### config.mk
export PLATFORM = sky130hd
export DESIGN_NAME = reset_counter_interrupt_arbiter
export DESIGN_NICKNAME = d
export VERILOG_FILES = /design/src/sysint_pkg.sv /design/src/reset_counter_interrupt_arbiter.sv
export VERILOG_INCLUDE_DIRS = /design/src
export SDC_FILE = /design/constraint.sdc
export NUM_CORES = 1
export LEC_CHECK = 0
export BUFFER_PORTS_ARGS = -buffer_cell sky130_fd_sc_hd__buf_2
export CORE_MARGIN = 10
export CORE_UTILIZATION = 36
export DETAILED_ROUTE_END_ITERATION = 6
export HOLD_SLACK_MARGIN = 0.1
export PLACE_DENSITY_LB_ADDON = 0.3
export SYNTH_ARGS = -nofsm -noshare
export SYNTH_HDL_FRONTEND = slang
export SYNTH_SLANG_ARGS = --single-unit
### constraint.sdc
create_clock -name clk_in -period 2.75 [get_ports clk_in]
set_input_delay 0.6875 -clock clk_in [delete_from_list [all_inputs] [get_ports clk_in]]
set_output_delay 0.6875 -clock clk_in [all_outputs]
set_load 0.05 [all_outputs]
### src/sysint_defs.svh
`ifndef SYSINT_DEFS_SVH
`define SYSINT_DEFS_SVH
// Register byte addresses (chosen)
`define ADDR_STATUS_A 12'h000
`define ADDR_STATUS_B 12'h004
`define ADDR_STATUS_C 12'h008
`define ADDR_RESET_CAUSE 12'h00C
`define ADDR_CONTROL 12'h010
`define ADDR_VECTOR 12'h014
// Reset cause fields
`define CAUSE_LOW_VOLTAGE 1
`define CAUSE_BUS 2
// Control fields
`define CTL_BUS_ENABLE 0
`define CTL_BUS_RESET_OFF 1
`define CTL_BUS_RESET_IRQ 2
`define CTL_SHORT_RECOVERY 3
`define CTL_RESET 8'h01
// Timing
`define LONG_CYCLES 12'hFFF
`define SHORT_CYCLES 12'h01F
`define TAIL_CYCLES 6'h1F
`define SE0_NS 2500
`define CLK_NS 10
`define ADDRESS_MS 10
// Vectors
`define VEC_RESET 16'hFFFE
`define VEC_SWI 16'hFFFC
`define VEC_TOP 16'hFFFA
// Bus responses
`define RESP_OKAY 2'h0
`define RESP_SLVERR 2'h2
`endif

### src/sysint_pkg.sv
package sysint_pkg;
    typedef enum logic [4:0] {
        ST_RUN = 5'b0_0001,
        ST_PIN_LOW = 5'b0_0010,
        ST_TAIL = 5'b0_0100,
        ST_STOP = 5'b0_1000,
        ST_RECOVER = 5'b1_0000
    } seq_state_t;
    typedef struct packed {
        logic [11:0] addr;
        logic [31:0] data;
    } reg_write_t;
endpackage : sysint_pkg

### src/reset_counter_interrupt_arbiter.sv
`timescale 1ns/1ps
`include "sysint_defs.svh"
module reset_counter_interrupt_arbiter #(
    parameter int LONG_COUNT = 4128 // Pin-low cycles, 4096 + 32
) (
    input wire logic clk_in, // 100 MHz clock
    input wire logic reset_in, // Sync reset, active high
    input wire logic low_voltage_in, // Low voltage detector, async
    input wire logic reset_pin_in, // Reset pin level, async
    output logic reset_pin_out, // Reset pin drive value (low)
    output logic reset_pin_oe_out, // Reset pin enable, high drives
    output logic core_reset_out, // Internal reset to core
    input wire logic dp_in, // Bus data plus, async
    input wire logic dm_in, // Bus data minus, async
    output logic bus_unaddressed_out, // Attached, not yet addressed
    output logic bus_irq_out, // Bus reset routed to IRQ
    output logic watchdog_tick_out, // Counter overflow pulse
    input wire logic stop_in, // Stop instruction executed
    input wire logic wake_in, // Wake by interrupt/break/reset
    output logic clocks_run_out, // Core clocks enabled
    input wire logic [15:1] request_in, // Live request lines
    input wire logic [15:1] enable_in, // Source enables
    input wire logic boundary_in, // Instruction boundary
    input wire logic mask_in, // Interrupt mask bit
    input wire logic swi_in, // Software interrupt instruction
    input wire logic serviced_in, // Vector fetched by core
    input wire logic [15:0] pc_in, // Current program counter
    output logic take_out, // Start interrupt entry
    output logic [15:0] vector_out, // Vector to fetch
    output logic [15:0] stacked_pc_out, // PC value to stack
    output logic stack_upper_index_out, // Upper index pushed
    output logic set_mask_out, // Set mask at entry
    input wire logic [11:0] s_axi_awaddr, // Write address
    input wire logic s_axi_awvalid, // Write address valid
    output logic s_axi_awready, // Write address ready
    input wire logic [31:0] s_axi_wdata, // Write data
    input wire logic [3:0] s_axi_wstrb, // Write strobes
    input wire logic s_axi_wvalid, // Write data valid
    output logic s_axi_wready, // Write data ready
    output logic [1:0] s_axi_bresp, // Write response
    output logic s_axi_bvalid, // Write response valid
    input wire logic s_axi_bready, // Write response ready
    input wire logic [11:0] s_axi_araddr, // Read address
    input wire logic s_axi_arvalid, // Read address valid
    output logic s_axi_arready, // Read address ready
    output logic [31:0] s_axi_rdata, // Read data
    output logic [1:0] s_axi_rresp, // Read response
    output logic s_axi_rvalid, // Read valid
    input wire logic s_axi_rready // Read ready
);
    localparam int SE0_CYCLES = (`SE0_NS + `CLK_NS - 1) / `CLK_NS + 1;
    localparam int ADDR_CYCLES = `ADDRESS_MS * 1000000 / `CLK_NS;

    sysint_pkg::seq_state_t state;
    logic [1:0] lv_sync, pin_sync, dp_sync, dm_sync;
    logic [11:0] counter;
    logic [12:0] long_count;
    logic [5:0] tail_count;
    logic [8:0] se0_count;
    logic bus_reset;
    logic [20:0] addr_timer;
    logic [7:0] control;
    logic [7:0] reset_cause;
    logic [15:0] latched_vec;
    logic latched;
    logic recovery_short;

    // Two-stage synchronisers; first stage is read by the second only
    always_ff @(posedge clk_in) begin
        lv_sync <= {lv_sync[0], low_voltage_in};
        pin_sync <= {pin_sync[0], reset_pin_in};
        dp_sync <= {dp_sync[0], dp_in};
        dm_sync <= {dm_sync[0], dm_in};
    end

    // Priority encoder: lowest flag number is highest priority
    function automatic logic [15:0] vector_of(input logic [15:1] pend);
        logic [15:0] v;
        v = 16'h0000;
        for (int i = 15; i >= 1; i--) begin
            if (pend[i]) begin
                v = `VEC_TOP - 16'(2 * (i - 1));
            end
        end
        return v;
    endfunction : vector_of

    wire [15:1] eligible = request_in & enable_in;
    wire bus_reset_chip = bus_reset && !control[`CTL_BUS_RESET_OFF] && !control[`CTL_BUS_RESET_IRQ];

    // Reset sequencer: pin-low phase, tail, stop and recovery
    always_ff @(posedge clk_in) begin
        if (reset_in) begin
            state <= sysint_pkg::ST_TAIL;
            long_count <= 13'h0000;
            tail_count <= 6'h00;
        end else begin
            case (state)
                sysint_pkg::ST_RUN: begin
                    if (lv_sync[1] || bus_reset_chip) begin
                        state <= sysint_pkg::ST_PIN_LOW;
                        long_count <= lv_sync[1] ? 13'(LONG_COUNT - 1) : 13'(`TAIL_CYCLES);
                    end else if (stop_in) begin
                        state <= sysint_pkg::ST_STOP;
                    end
                end
                sysint_pkg::ST_PIN_LOW: begin
                    if (long_count == 13'h0000) begin
                        state <= sysint_pkg::ST_TAIL;
                        tail_count <= `TAIL_CYCLES;
                    end else begin
                        long_count <= long_count - 13'h0001;
                    end
                end
                sysint_pkg::ST_TAIL: begin
                    if (tail_count == 6'h00) begin
                        state <= sysint_pkg::ST_RUN;
                    end else begin
                        tail_count <= tail_count - 6'h01;
                    end
                end
                sysint_pkg::ST_STOP: begin
                    if (wake_in) begin
                        state <= sysint_pkg::ST_RECOVER;
                    end
                end
                sysint_pkg::ST_RECOVER: begin
                    if (counter == (recovery_short ? `SHORT_CYCLES : `LONG_CYCLES)) begin
                        state <= sysint_pkg::ST_RUN;
                    end
                end
                default: state <= sysint_pkg::ST_TAIL;
            endcase
        end
    end

    // Short recovery option sampled at wake
    always_ff @(posedge clk_in) begin
        if (reset_in) begin
            recovery_short <= 1'b0;
        end else if (state == sysint_pkg::ST_STOP && wake_in) begin
            recovery_short <= control[`CTL_SHORT_RECOVERY];
        end
    end

    // Free counter; pin reset deliberately does not touch it
    always_ff @(posedge clk_in) begin
        if (reset_in || state == sysint_pkg::ST_STOP || (state == sysint_pkg::ST_RUN && stop_in)) begin
            counter <= 12'h000;
        end else begin
            counter <= counter + 12'h001;
        end
    end

    // Overflow pulse prescales the watchdog
    always_ff @(posedge clk_in) begin
        if (reset_in) begin
            watchdog_tick_out <= 1'b0;
        end else begin
            watchdog_tick_out <= (counter == 12'hFFF) && state != sysint_pkg::ST_STOP;
        end
    end

    // Pin and core reset drive
    always_comb begin
        reset_pin_out = 1'b0;
        reset_pin_oe_out = (state == sysint_pkg::ST_PIN_LOW);
        core_reset_out = (state == sysint_pkg::ST_PIN_LOW) || (state == sysint_pkg::ST_TAIL);
        clocks_run_out = (state == sysint_pkg::ST_RUN);
    end

    // Bus SE0 filter, inhibited while the module is disabled
    always_ff @(posedge clk_in) begin
        if (reset_in || !control[`CTL_BUS_ENABLE] || dp_sync[1] || dm_sync[1]) begin
            se0_count <= 9'h000;
            bus_reset <= 1'b0;
        end else if (se0_count == 9'(SE0_CYCLES)) begin
            bus_reset <= 1'b1;
        end else begin
            se0_count <= se0_count + 9'h001;
        end
    end

    // Unaddressed flag set by bus reset and then held; window timer counts down after bus reset ends
    always_ff @(posedge clk_in) begin
        if (reset_in) begin
            addr_timer <= 21'h00_0000;
            bus_unaddressed_out <= 1'b0;
            bus_irq_out <= 1'b0;
        end else begin
            bus_irq_out <= bus_reset && control[`CTL_BUS_RESET_IRQ] && !control[`CTL_BUS_RESET_OFF];
            if (bus_reset) begin
                bus_unaddressed_out <= 1'b1;
                addr_timer <= 21'(ADDR_CYCLES);
            end else if (addr_timer != 21'h00_0000) begin
                addr_timer <= addr_timer - 21'h00_0001;
            end
        end
    end

    // Latch and arbitration at entry
    always_ff @(posedge clk_in) begin
        if (reset_in || core_reset_out) begin
            latched <= 1'b0;
            latched_vec <= `VEC_RESET;
        end else if (latched) begin
            if (serviced_in || !mask_in) begin
                latched <= 1'b0;
            end
        end else if (boundary_in && (swi_in || (!mask_in && eligible != 15'h0000))) begin
            latched <= 1'b1;
            latched_vec <= swi_in ? `VEC_SWI : vector_of(eligible);
        end
    end

    // Entry outputs to the core
    always_comb begin
        take_out = latched;
        vector_out = core_reset_out ? `VEC_RESET : latched_vec;
        stacked_pc_out = (latched_vec == `VEC_SWI) ? pc_in : pc_in - 16'h0001;
        stack_upper_index_out = 1'b0;
        set_mask_out = latched;
    end

    // AXI4-Lite write path
    logic aw_held, w_held;
    sysint_pkg::reg_write_t wr;
    assign s_axi_awready = !aw_held && !s_axi_bvalid;
    assign s_axi_wready = !w_held && !s_axi_bvalid;
    always_ff @(posedge clk_in) begin
        if (reset_in) begin
            aw_held <= 1'b0;
            w_held <= 1'b0;
            wr <= '0;
            s_axi_bvalid <= 1'b0;
            s_axi_bresp <= `RESP_OKAY;
            control <= `CTL_RESET;
        end else begin
            if (s_axi_awvalid && s_axi_awready) begin
                aw_held <= 1'b1;
                wr.addr <= s_axi_awaddr;
            end
            if (s_axi_wvalid && s_axi_wready) begin
                w_held <= 1'b1;
                wr.data <= s_axi_wdata;
            end
            if (aw_held && w_held) begin
                aw_held <= 1'b0;
                w_held <= 1'b0;
                s_axi_bvalid <= 1'b1;
                s_axi_bresp <= `RESP_OKAY;
                case (wr.addr)
                    `ADDR_CONTROL: control <= wr.data[7:0];
                    `ADDR_STATUS_A, `ADDR_STATUS_B, `ADDR_STATUS_C, `ADDR_RESET_CAUSE, `ADDR_VECTOR: ;
                    default: s_axi_bresp <= `RESP_SLVERR;
                endcase
            end else if (s_axi_bvalid && s_axi_bready) begin
                s_axi_bvalid <= 1'b0;
            end
        end
    end

    // Reset cause flags; a new cause wins over a read clear
    wire cause_read = s_axi_arvalid && s_axi_arready && s_axi_araddr == `ADDR_RESET_CAUSE;
    always_ff @(posedge clk_in) begin
        if (reset_in) begin
            reset_cause <= 8'h00;
        end else begin
            for (int i = 0; i < 8; i++) begin
                if (i == `CAUSE_LOW_VOLTAGE && state == sysint_pkg::ST_RUN && lv_sync[1]) begin
                    reset_cause[i] <= 1'b1;
                end else if (i == `CAUSE_BUS && state == sysint_pkg::ST_RUN && bus_reset_chip) begin
                    reset_cause[i] <= 1'b1;
                end else if (cause_read) begin
                    reset_cause[i] <= 1'b0;
                end
            end
        end
    end

    // AXI4-Lite read path
    assign s_axi_arready = !s_axi_rvalid;
    always_ff @(posedge clk_in) begin
        if (reset_in) begin
            s_axi_rvalid <= 1'b0;
            s_axi_rdata <= 32'h0000_0000;
            s_axi_rresp <= `RESP_OKAY;
        end else if (s_axi_arvalid && s_axi_arready) begin
            s_axi_rvalid <= 1'b1;
            s_axi_rresp <= `RESP_OKAY;
            case (s_axi_araddr)
                `ADDR_STATUS_A: s_axi_rdata <= {24'h00_0000, request_in[6:1], 2'b00};
                `ADDR_STATUS_B: s_axi_rdata <= {24'h00_0000, request_in[14:7]};
                `ADDR_STATUS_C: s_axi_rdata <= {31'h0000_0000, request_in[15]};
                `ADDR_RESET_CAUSE: s_axi_rdata <= {24'h00_0000, reset_cause};
                `ADDR_CONTROL: s_axi_rdata <= {24'h00_0000, control};
                `ADDR_VECTOR: s_axi_rdata <= {16'h0000, latched_vec};
                default: begin
                    s_axi_rdata <= 32'h0000_0000;
                    s_axi_rresp <= `RESP_SLVERR;
                end
            endcase
        end else if (s_axi_rready) begin
            s_axi_rvalid <= 1'b0;
        end
    end
endmodule : reset_counter_interrupt_arbiter

==> results.sh, run 1 <==
export IMPL_grtUsageTotal_pct=14.7
export IMPL_start_util_pct=36.6
export IMPL_seqPwrFrac_pct=41.4
export IMPL_dieArea_um2=20700
export IMPL_drc=0
export IMPL_final_min_clock_period_ps=3200
export IMPL_end_kind="primary output"
export IMPL_max_cap_violations=0
export IMPL_fmax_mhz=312
export IMPL_wl_per_cell_um=15.6
export IMPL_relSlewSlack_pct=51.0
export IMPL_postSynth_asyncResetShare_pct=0
export IMPL_die_w_um=144
export IMPL_cts_tree="done"
export IMPL_ant_nets=0
export IMPL_cts_buffers=9
export IMPL_grt_pass1_wl_mm=24.9
export IMPL_yosysTopAreaCellShare_pct=39.0
export IMPL_clockPowerShare_pct=28.5
export IMPL_gp_congestion=0.897
export IMPL_maxSlewViolCount=0
export IMPL_critPathLaunchType="input port"
export IMPL_worstSetupPathType="input port to primary output"
export IMPL_setup_violations=11
export IMPL_synth_seq_cells=108
export IMPL_violations="setup timing"
export IMPL_p_sw_share_pct=34.8
export IMPL_grt_pass1_vias=4970
export IMPL_die_y_um=144
export IMPL_postSynthCellCount=648
export IMPL_worstMarginPinSlew_ps=728
export IMPL_n_fill_cell=1449
export IMPL_io_buffers=155
export IMPL_cts_sinks=108
export IMPL_synth_top_cell_by_area="dfxtp_1"
export IMPL_core_um2=15100
export IMPL_hold_buffers=0
export IMPL_antenna_found_initial=0
export IMPL_grt_overflow_total=0
export IMPL_drive_gt1_share_pct=31.3
export IMPL_final_util_pct=47.8
export IMPL_cpPeakStageDelay_ps=530
export IMPL_num_vias=5020
export IMPL_drt_iter0_drc=357
export IMPL_ir_drop_mv=0.367
export IMPL_worstPathArrival_ps=2520
export IMPL_syn_area_um2=5540
export IMPL_switching_power_w=0.00148
export IMPL_post_place_ws_ps=-642
export IMPL_pin_count=206
export IMPL_synth_main_ff_cell="dfxtp_1"
export IMPL_synth_area_per_cell_um2=8.55
export IMPL_p_leak_nw=3.04
export IMPL_critical_path_required_ps=2060
export IMPL_design_power_total_w=0.00425
export IMPL_power_density_nw_per_um2=586
export IMPL_synth_seq_area_share_pct=39.0
export IMPL_fin_nets=940
export IMPL_path_max_fanout=2
export IMPL_cts_reportedPaths_clkPinSlew_ps=70
export IMPL_dr_pass1_iters=4
export IMPL_synth_edf_count=0
export IMPL_yosys_warnings=0
export IMPL_synth_cell_types=70
export IMPL_hold_class="flip-flop to flip-flop"
export IMPL_clock_tree_buffer_depth=2
export IMPL_ys_top_cells_by_area="dfxtp_1, nand2_1, buf_4"
export IMPL_rows=45
export IMPL_setup_ws_ps=-453
export IMPL_status="finished with violations"
export IMPL_insertion_delay_ps=350
export IMPL_pwr_share_comb_pct=30.1
export IMPL_post_route_period_util_pct=116
export IMPL_cp_slowest_cell="or4_4"
export IMPL_htree_levels=3
export IMPL_finalHoldViolCount=0
export IMPL_crit_chain="buf_6 -> or4_4 -> or4_4 -> buf_6 -> nor3_4 -> xor2_4 -> buf_6"
export IMPL_grt_max_degree=42
export IMPL_viasPerCell=5.00
export IMPL_drt_total_wl_mm=15.7
export IMPL_syn2layout_area_growth_pct=30.8
export IMPL_internal_power_w=0.00277
export IMPL_rrSetupSlack_ps=620
export IMPL_cp_common_cell="buf_6"
export IMPL_fin_skew_ps=7.52
export IMPL_dp_hpwl_mm=12.6
export IMPL_rsz0062_at_grt="yes"
export IMPL_antenna_cells=0
export IMPL_root_buffer="clkbuf_16"
## power groups by stage
stage               clock network [W]  registers (W)  logic, W
global placement                    0        0.00179   0.00124
global route                  0.00131        0.00178   0.00141
CTS                           0.00125        0.00176   0.00128
finish                        0.00121        0.00176   0.00128
detailed placement                  0        0.00180   0.00125
floorplan                           0        0.00180  0.000902
## cells by family after synthesis
group	after synthesis	share of synthesized area, %
buf+inv	76	7.79
mux	19	4.61
other cells	1	0.0677
flops	108	39.0
simple gates	284	27.4
compound gates	120	14.4
fa+ha+maj	6	1.36
xor+xnor	34	5.38
## final cells by class
class | count | area (um2) | area share [%]
sequential | 108 | 2160 | 29.8
clock inverter | 5 | 37.5 | 0.518
multi-input combinational | 484 | 3320 | 45.8
clock buffer | 10 | 239 | 3.30
tap | 188 | 235 | 3.25
inverter | 20 | 95.1 | 1.31
timing repair buffer | 188 | 1160 | 16.0
## flip-flops by register name (all words and copies together) (netlist names), 2 cells and up
register     count
control          8
counter         12
dm_sync          2
dp_sync          2
latched_vec      6
long_count      13
lv_sync          2
reset_cause      2
s_axi_rdata      9
se0_count        9
state            5
tail_count       6
wr              20
## placed cells by master, fill, tap and decap left out, types with 6 or more instances in the layout
cell,instances
nand2_1,83
mux2i_1,12
nand4_1,10
buf_4,26
a211oi_1,6
o21ai_0,17
dfxtp_1,108
conb_1,21
clkbuf_16,9
nand3b_1,6
xnor2_1,8
buf_6,17
inv_1,18
a21oi_1,48
and3_1,6
nor4_1,6
buf_2,141
nor2_1,66
or4_1,8
or3_1,8
xor2_4,9
nor3_1,9
nand3_1,18
a22oi_1,9
xor2_1,16
nand2b_1,17
## cell usage after synthesis (all sizes together) (2+ instances only)
library cell  count
mux2i            12
nand4            10
mux4              5
nand2            84
xnor2             9
nor4bb            2
ha                6
o41ai             2
inv              20
dfxtp           108
and2              3
nor2b             5
o31ai             4
nor4             12
a21oi            50
a222oi            2
a221oi            2
or2               2
xor2             25
or4              11
a211oi            7
a32o              2
nor3b             7
mux2              2
a211o             2
clkbuf           13
nor3             13
nand3b            6
buf              43
o21a              3
nor2             69
a311oi            4
nand2b           17
or4b              3
and3              6
a22oi             9
a22o              2
nand4b            3
o21ai            19
nand3            18
or3               9
## repair_timing
action                     in CTS  in global routing
resized for setup              40                  7
pin swaps                       8                  5
setup buffers                   3                  2
setup endpoints to repair      11                 11
## routing by layer
layer	up-vias	share of wire [%]	track usage (%)
li1	2567	-	-
met1	2275	46	18.8
met2	166	45	23.7
met3	12	7.6	4.36
met4	0	1.1	3.76
met5	-	0	0
## worst paths after layout
check | cells past startpoint | startpoint | end
worst min register to register | 0 | dm_sync[0] | dm_sync[1]
worst max-delay path | 7 | pc_in[8] | stacked_pc_out[14]
worst max register to register | 5 | state[2] | long_count[9]
worst min-delay path | 0 | dm_sync[0] | dm_sync[1]
## critical path: cells and delay by family
kind                   cells  cell delay [ps]
buffers and inverters      3              410
XOR/XNOR                   1              160
AND/OR/NAND/NOR            3             1250
## metrics by stage
stage / setup TNS, ps / area, um2 / std cells / hold slack, ps
3_5_place_dp: -5870 / 6780 / 985 / 315
4_1_cts: -3880 / 7220 / 1003 / 331
5_1_grt: -4470 / 7250 / 1003 / 338
2_1_floorplan: -2840 / 5920 / 668 / 310
3_3_place_gp: -5610 / 6780 / 985 / 313
6_report: -3970 / 7250 / 1003 / 329
Power figures use the tool's default switching activity.
==> run 2: changes to the inputs <==
PLACE_DENSITY_LB_ADDON = 0.08   (was 0.3)
==> run 2 against run 1 <==
Net effect: critical path depth unchanged; non-clock buffer count decreased by 1; register-to-register slack got worse by 50 ps; clock-buffer cell count unchanged; clock power about the same; the run still ends with setup timing left.
==> results.sh, run 2 (synthesis results as in run 1) <==
export IMPL_n_fill_cell=1476
export IMPL_internal_power_w=0.00275
export IMPL_rows=45
export IMPL_ant_nets=0
export IMPL_fin_skew_ps=7.59
export IMPL_p_leak_nw=3.03
export IMPL_multiInputGateArea_um2=3310
export IMPL_fin_nets=939
export IMPL_post_route_period_util_pct=116
export IMPL_setup_violations=11
export IMPL_core_um2=15100
export IMPL_syn2layout_area_growth_pct=30.4
export IMPL_finalHoldViolCount=0
export IMPL_hold_buffers=0
export IMPL_design_power_total_w=0.00427
export IMPL_end_kind="primary output"
export IMPL_antenna_cells=0
export IMPL_worstMarginPinSlew_ps=667
export IMPL_drt_iter0_drc=337
export IMPL_final_common_cell="buf_2"
export IMPL_p_sw_share_pct=35.6
export IMPL_final_min_clock_period_ps=3190
export IMPL_seqPwrFrac_pct=41.3
export IMPL_ir_drop_mv=0.442
export IMPL_largest_reg_flops=20
export IMPL_hold_class="flip-flop to flip-flop"
export IMPL_status="finished with violations"
export IMPL_cts_reportedPaths_clkPinSlew_ps=70
export IMPL_num_vias=5143
export IMPL_start_util_pct=36.6
export IMPL_grt_pass1_wl_mm=25.1
export IMPL_io_buffers=155
export IMPL_regArea_um2=2160
export IMPL_cts_tree="done"
export IMPL_grt_pass1_vias=4981
export IMPL_grtUsageTotal_pct=15.0
export IMPL_whs_ps=332
export IMPL_gp_congestion=0.840
export IMPL_drc=0
export IMPL_final_cell_mix="buf_2, dfxtp_1, nand2_1, nor2_1, a21oi_1"
export IMPL_dr_pass1_iters=5
export IMPL_critical_path_required_ps=2060
export IMPL_dp_hpwl_mm=13.0
export IMPL_cts_sinks=108
export IMPL_htree_levels=3
export IMPL_clock_tree_buffer_depth=2
export IMPL_grt_overflow_total=0
export IMPL_path_max_fanout=6
export IMPL_clockPowerShare_pct=28.8
export IMPL_maxSlewViolCount=0
export IMPL_pin_count=206
export IMPL_cp_slowest_cell="or4_1"
export IMPL_die_w_um=144
export IMPL_cpPeakStageDelay_ps=500
export IMPL_post_place_ws_ps=-660
export IMPL_die_y_um=144
export IMPL_cts_buffers=9
export IMPL_pwr_share_comb_pct=29.9
export IMPL_insertion_delay_ps=350
export IMPL_antenna_found_initial=0
export IMPL_crit_chain="buf_12 -> or4_1 -> or4_1 -> buf_6 -> nor4_4 -> xor2_4 -> buf_6"
export IMPL_worstSetupPathType="input port to primary output"
export IMPL_setup_ws_ps=-439
export IMPL_relSlewSlack_pct=55.1
export IMPL_switching_power_w=0.00152
export IMPL_critPathLaunchType="input port"
export IMPL_violations="setup timing"
export IMPL_worstPathArrival_ps=2500
export IMPL_drt_total_wl_mm=16.1
export IMPL_grt_max_degree=33
export IMPL_max_cap_violations=0
export IMPL_rsz0062_at_grt="yes"
export IMPL_dieArea_um2=20700
export IMPL_root_buffer="clkbuf_16"
export IMPL_viasPerCell=5.13
export IMPL_wl_per_cell_um=16.1
export IMPL_fmax_mhz=314
export IMPL_power_density_nw_per_um2=591
export IMPL_top_register="wr"
export IMPL_drive_gt1_share_pct=31.0
export IMPL_top_regs="wr (20), long_count (13), counter (12)"
==> run 2: cell count changes in the layout (fill, tap and decap cells not counted) <==
cell,previous run,this run
xnor2_4,1,0
or4b_1,1,2
inv_8,2,1
clkbuf_1,0,1
clkinvlp_4,1,0
buf_4,26,24
inv_6,0,3
xnor2_2,0,1
clkbuf_8,1,0
buf_6,17,18
or4b_4,1,0
==> run 2: power by group through the flow <==
stage / Combinational (W) / Sequential (W) / Clock (W)
after global routing: 0.00139 / 0.00178 / 0.00134
after CTS: 0.00128 / 0.00176 / 0.00128
after global placement: 0.00123 / 0.00179 / 0
after floorplan: 0.000902 / 0.00180 / 0
final: 0.00127 / 0.00176 / 0.00123
after detailed placement: 0.00125 / 0.00180 / 0
==> run 2: layer usage <==
metal | share of wire, % | GRT usage, % | vias up
met2 | 46 | 24.7 | 169
met5 | 0 | 0 | -
met3 | 8.7 | 4.43 | 14
met1 | 44 | 18.6 | 2392
li1 | - | - | 2568
met4 | 1.1 | 3.98 | 0
==> run 2: worst max-delay path: cells and delay by family <==
family / cells / cell delay, ps
simple gates: 3 / 1190
buf+inv: 3 / 460
xor+xnor: 1 / 170
==> run 2: cell type report <==
class / instances / area share (%)
Clock buffer: 10 / 3.17
Clock inverter: 6 / 0.623
Inverter: 20 / 1.32
Multi-Input combinational cell: 484 / 45.7
Sequential cell: 108 / 29.9
Tap cell: 188 / 3.26
Timing Repair Buffer: 187 / 16.0
==> run 2: worst paths after layout <==
path,from,endpoint,slack (ps),cells after the start
setup reg to reg,long_count[0],tail_count[2],570,7
hold reg to reg,dp_sync[0],dp_sync[1],330,0
hold / removal,dp_sync[0],dp_sync[1],330,0
setup / recovery,pc_in[0],stacked_pc_out[9],-440,7
==> run 2: stage by stage <==
| stage | setup TNS (ps) | std cells | util (%) | instance area, um2 |
|---|---|---|---|---|
| final | -4000 | 1003 | 47.7 | 7230 |
| after global routing | -4650 | 1003 | 47.7 | 7230 |
| after CTS | -4270 | 1003 | 47.7 | 7220 |
| after detailed placement | -6030 | 983 | 44.7 | 6770 |
| after global placement | -6010 | 983 | 44.7 | 6770 |
| after floorplan | -2840 | 668 | - | 5920 |
==> run 2: repair_timing <==
| action | CTS | global route |
|---|---|---|
| endpoints found under the setup margin | 11 | 14 |
| pin swaps | 8 | 10 |
| buffers inserted | 4 | 2 |
| resized for setup | 42 | 4 |
==> run 3: changes to the inputs <==
GPL_TIMING_DRIVEN = 0   (was not set)
==> run 3 against run 2 <==
Net effect: the flow still finishes with violations (setup timing); combinational power barely moved; die area did not move; design area rose by 3.8%; sequential power barely moved; clock-buffer cell count fell by 1; utilization rose by 1.8 points; global-route usage rose by 0.61 points; routed wire length rose by 3.5%; via count rose by 2.9%; largest cell class unchanged; highest routed layer unchanged.
==> results.sh, run 3 (synthesis results as in run 1) <==
export IMPL_grt_overflow_total=0
export IMPL_ir_drop_mv=0.290
export IMPL_final_cell_mix="buf_2, dfxtp_1, nand2_1, nor2_1, a21oi_1"
export IMPL_maxSlewViolCount=0
export IMPL_hold_class="flip-flop to flip-flop"
export IMPL_drive_gt1_share_pct=32.9
export IMPL_drt_total_wl_mm=16.7
export IMPL_gp_congestion=0.842
export IMPL_top_regs="wr (20), long_count (13), counter (12)"
export IMPL_die_y_um=144
export IMPL_io_buffers=155
export IMPL_insertion_delay_ps=360
export IMPL_clock_tree_buffer_depth=2
export IMPL_end_kind="primary output"
export IMPL_drt_iter0_drc=287
export IMPL_grtUsageTotal_pct=15.6
export IMPL_start_util_pct=36.6
export IMPL_fin_skew_ps=9.61
export IMPL_viasPerCell=5.11
export IMPL_final_setup_tns_ps=-3960
export IMPL_grt_max_degree=21
export IMPL_critical_path_required_ps=2060
export IMPL_largest_reg_flops=20
export IMPL_grt_pass1_vias=5171
export IMPL_power_density_nw_per_um2=592
export IMPL_worstPathArrival_ps=2520
export IMPL_relSlewSlack_pct=51.8
export IMPL_cts_reportedPaths_clkPinSlew_ps=80
export IMPL_fin_nets=972
export IMPL_drc=0
export IMPL_grt_pass1_wl_mm=26.1
export IMPL_p_leak_nw=3.18
export IMPL_wl_per_cell_um=16.1
export IMPL_finalHoldViolCount=0
export IMPL_htree_levels=3
export IMPL_final_min_clock_period_ps=3200
export IMPL_path_max_fanout=3
export IMPL_setup_violations=11
export IMPL_cts_tree="done"
export IMPL_root_buffer="clkbuf_16"
export IMPL_worstSetupPathType="input port to primary output"
export IMPL_cts_buffers=9
export IMPL_critPathLaunchType="input port"
export IMPL_rows=45
export IMPL_max_cap_violations=0
export IMPL_whs_ps=330
export IMPL_cts_sinks=108
export IMPL_syn2layout_area_growth_pct=35.5
export IMPL_status="finished with violations"
export IMPL_fmax_mhz=312
export IMPL_final_common_cell="buf_2"
export IMPL_dr_pass1_iters=5
export IMPL_antenna_found_initial=0
export IMPL_ant_nets=0
export IMPL_dieArea_um2=20700
export IMPL_dp_hpwl_mm=13.3
export IMPL_top_register="wr"
export IMPL_antenna_cells=0
export IMPL_post_route_period_util_pct=117
export IMPL_hold_buffers=0
export IMPL_die_w_um=144
export IMPL_pin_count=206
export IMPL_design_power_total_w=0.00445
export IMPL_violations="setup timing"
export IMPL_worstMarginPinSlew_ps=717
export IMPL_setup_ws_ps=-454
export IMPL_rsz0062_at_grt="yes"
export IMPL_core_um2=15100
export IMPL_num_vias=5293
==> run 3: cell type report <==
| cell class | instances | area [um2] |
|---|---|---|
| Fill cell | 1466 | 7640 |
| Multi-Input combinational cell | 484 | 3340 |
| Sequential cell | 108 | 2160 |
| Timing Repair Buffer | 165 | 988 |
| Buffer | 55 | 363 |
| Tap cell | 188 | 235 |
| Clock buffer | 9 | 225 |
| Inverter | 20 | 95.1 |
| Clock inverter | 7 | 92.6 |
==> run 3: power breakdown <==
group | switching, W | internal (W) | leakage (nW)
clock network | 0.000649 | 0.000731 | 0.155
logic | 0.000833 | 0.000467 | 2.15
registers | 0.0000948 | 0.00167 | 0.879
==> run 3: what timing repair did <==
action / CTS / global route
setup endpoints to repair: 21 / 26
pin swaps: 11 / 5
cloned: 0 / 0
hold endpoints to repair: 0 / 0
buffers inserted: 6 / 4
gates resized for setup: 39 / 16
==> run 3: metrics by stage <==
step                worst slack, ps  instances  area, um2  utilization [%]
finish                         -454       1036       7500             49.5
global route                   -497       1036       7500             49.5
CTS                            -508       1033       7420             49.0
detailed placement             -731       1011       6930             45.7
global placement               -733       1011       6930             45.7
floorplan                      -432        668       5920                -
==> run 3: routing by layer <==
| metal | track usage (%) | vias up | share of wire, % |
|---|---|---|---|
| met1 | 19.6 | 2459 | 45 |
| met3 | 4.07 | 20 | 8.0 |
| li1 | - | 2635 | - |
| met2 | 25.1 | 179 | 46 |
| met5 | 0 | - | 0 |
| met4 | 5.75 | 0 | 1.9 |
==> run 3: path summary, 6_finish.rpt <==
kind	from	cells after the start	slack [ps]	end
min	dp_sync[0]	0	330	dp_sync[1]
min reg2reg	dp_sync[0]	0	330	dp_sync[1]
max reg2reg	long_count[0]	7	560	tail_count[3]
max	pc_in[9]	6	-450	stacked_pc_out[15]
==> run 3: critical path, stage by stage <==
cell and delay, ps:
buf_8 100, or4_4 540, or4_4 490, nor4_4 360, xor2_4 170, buf_6 170
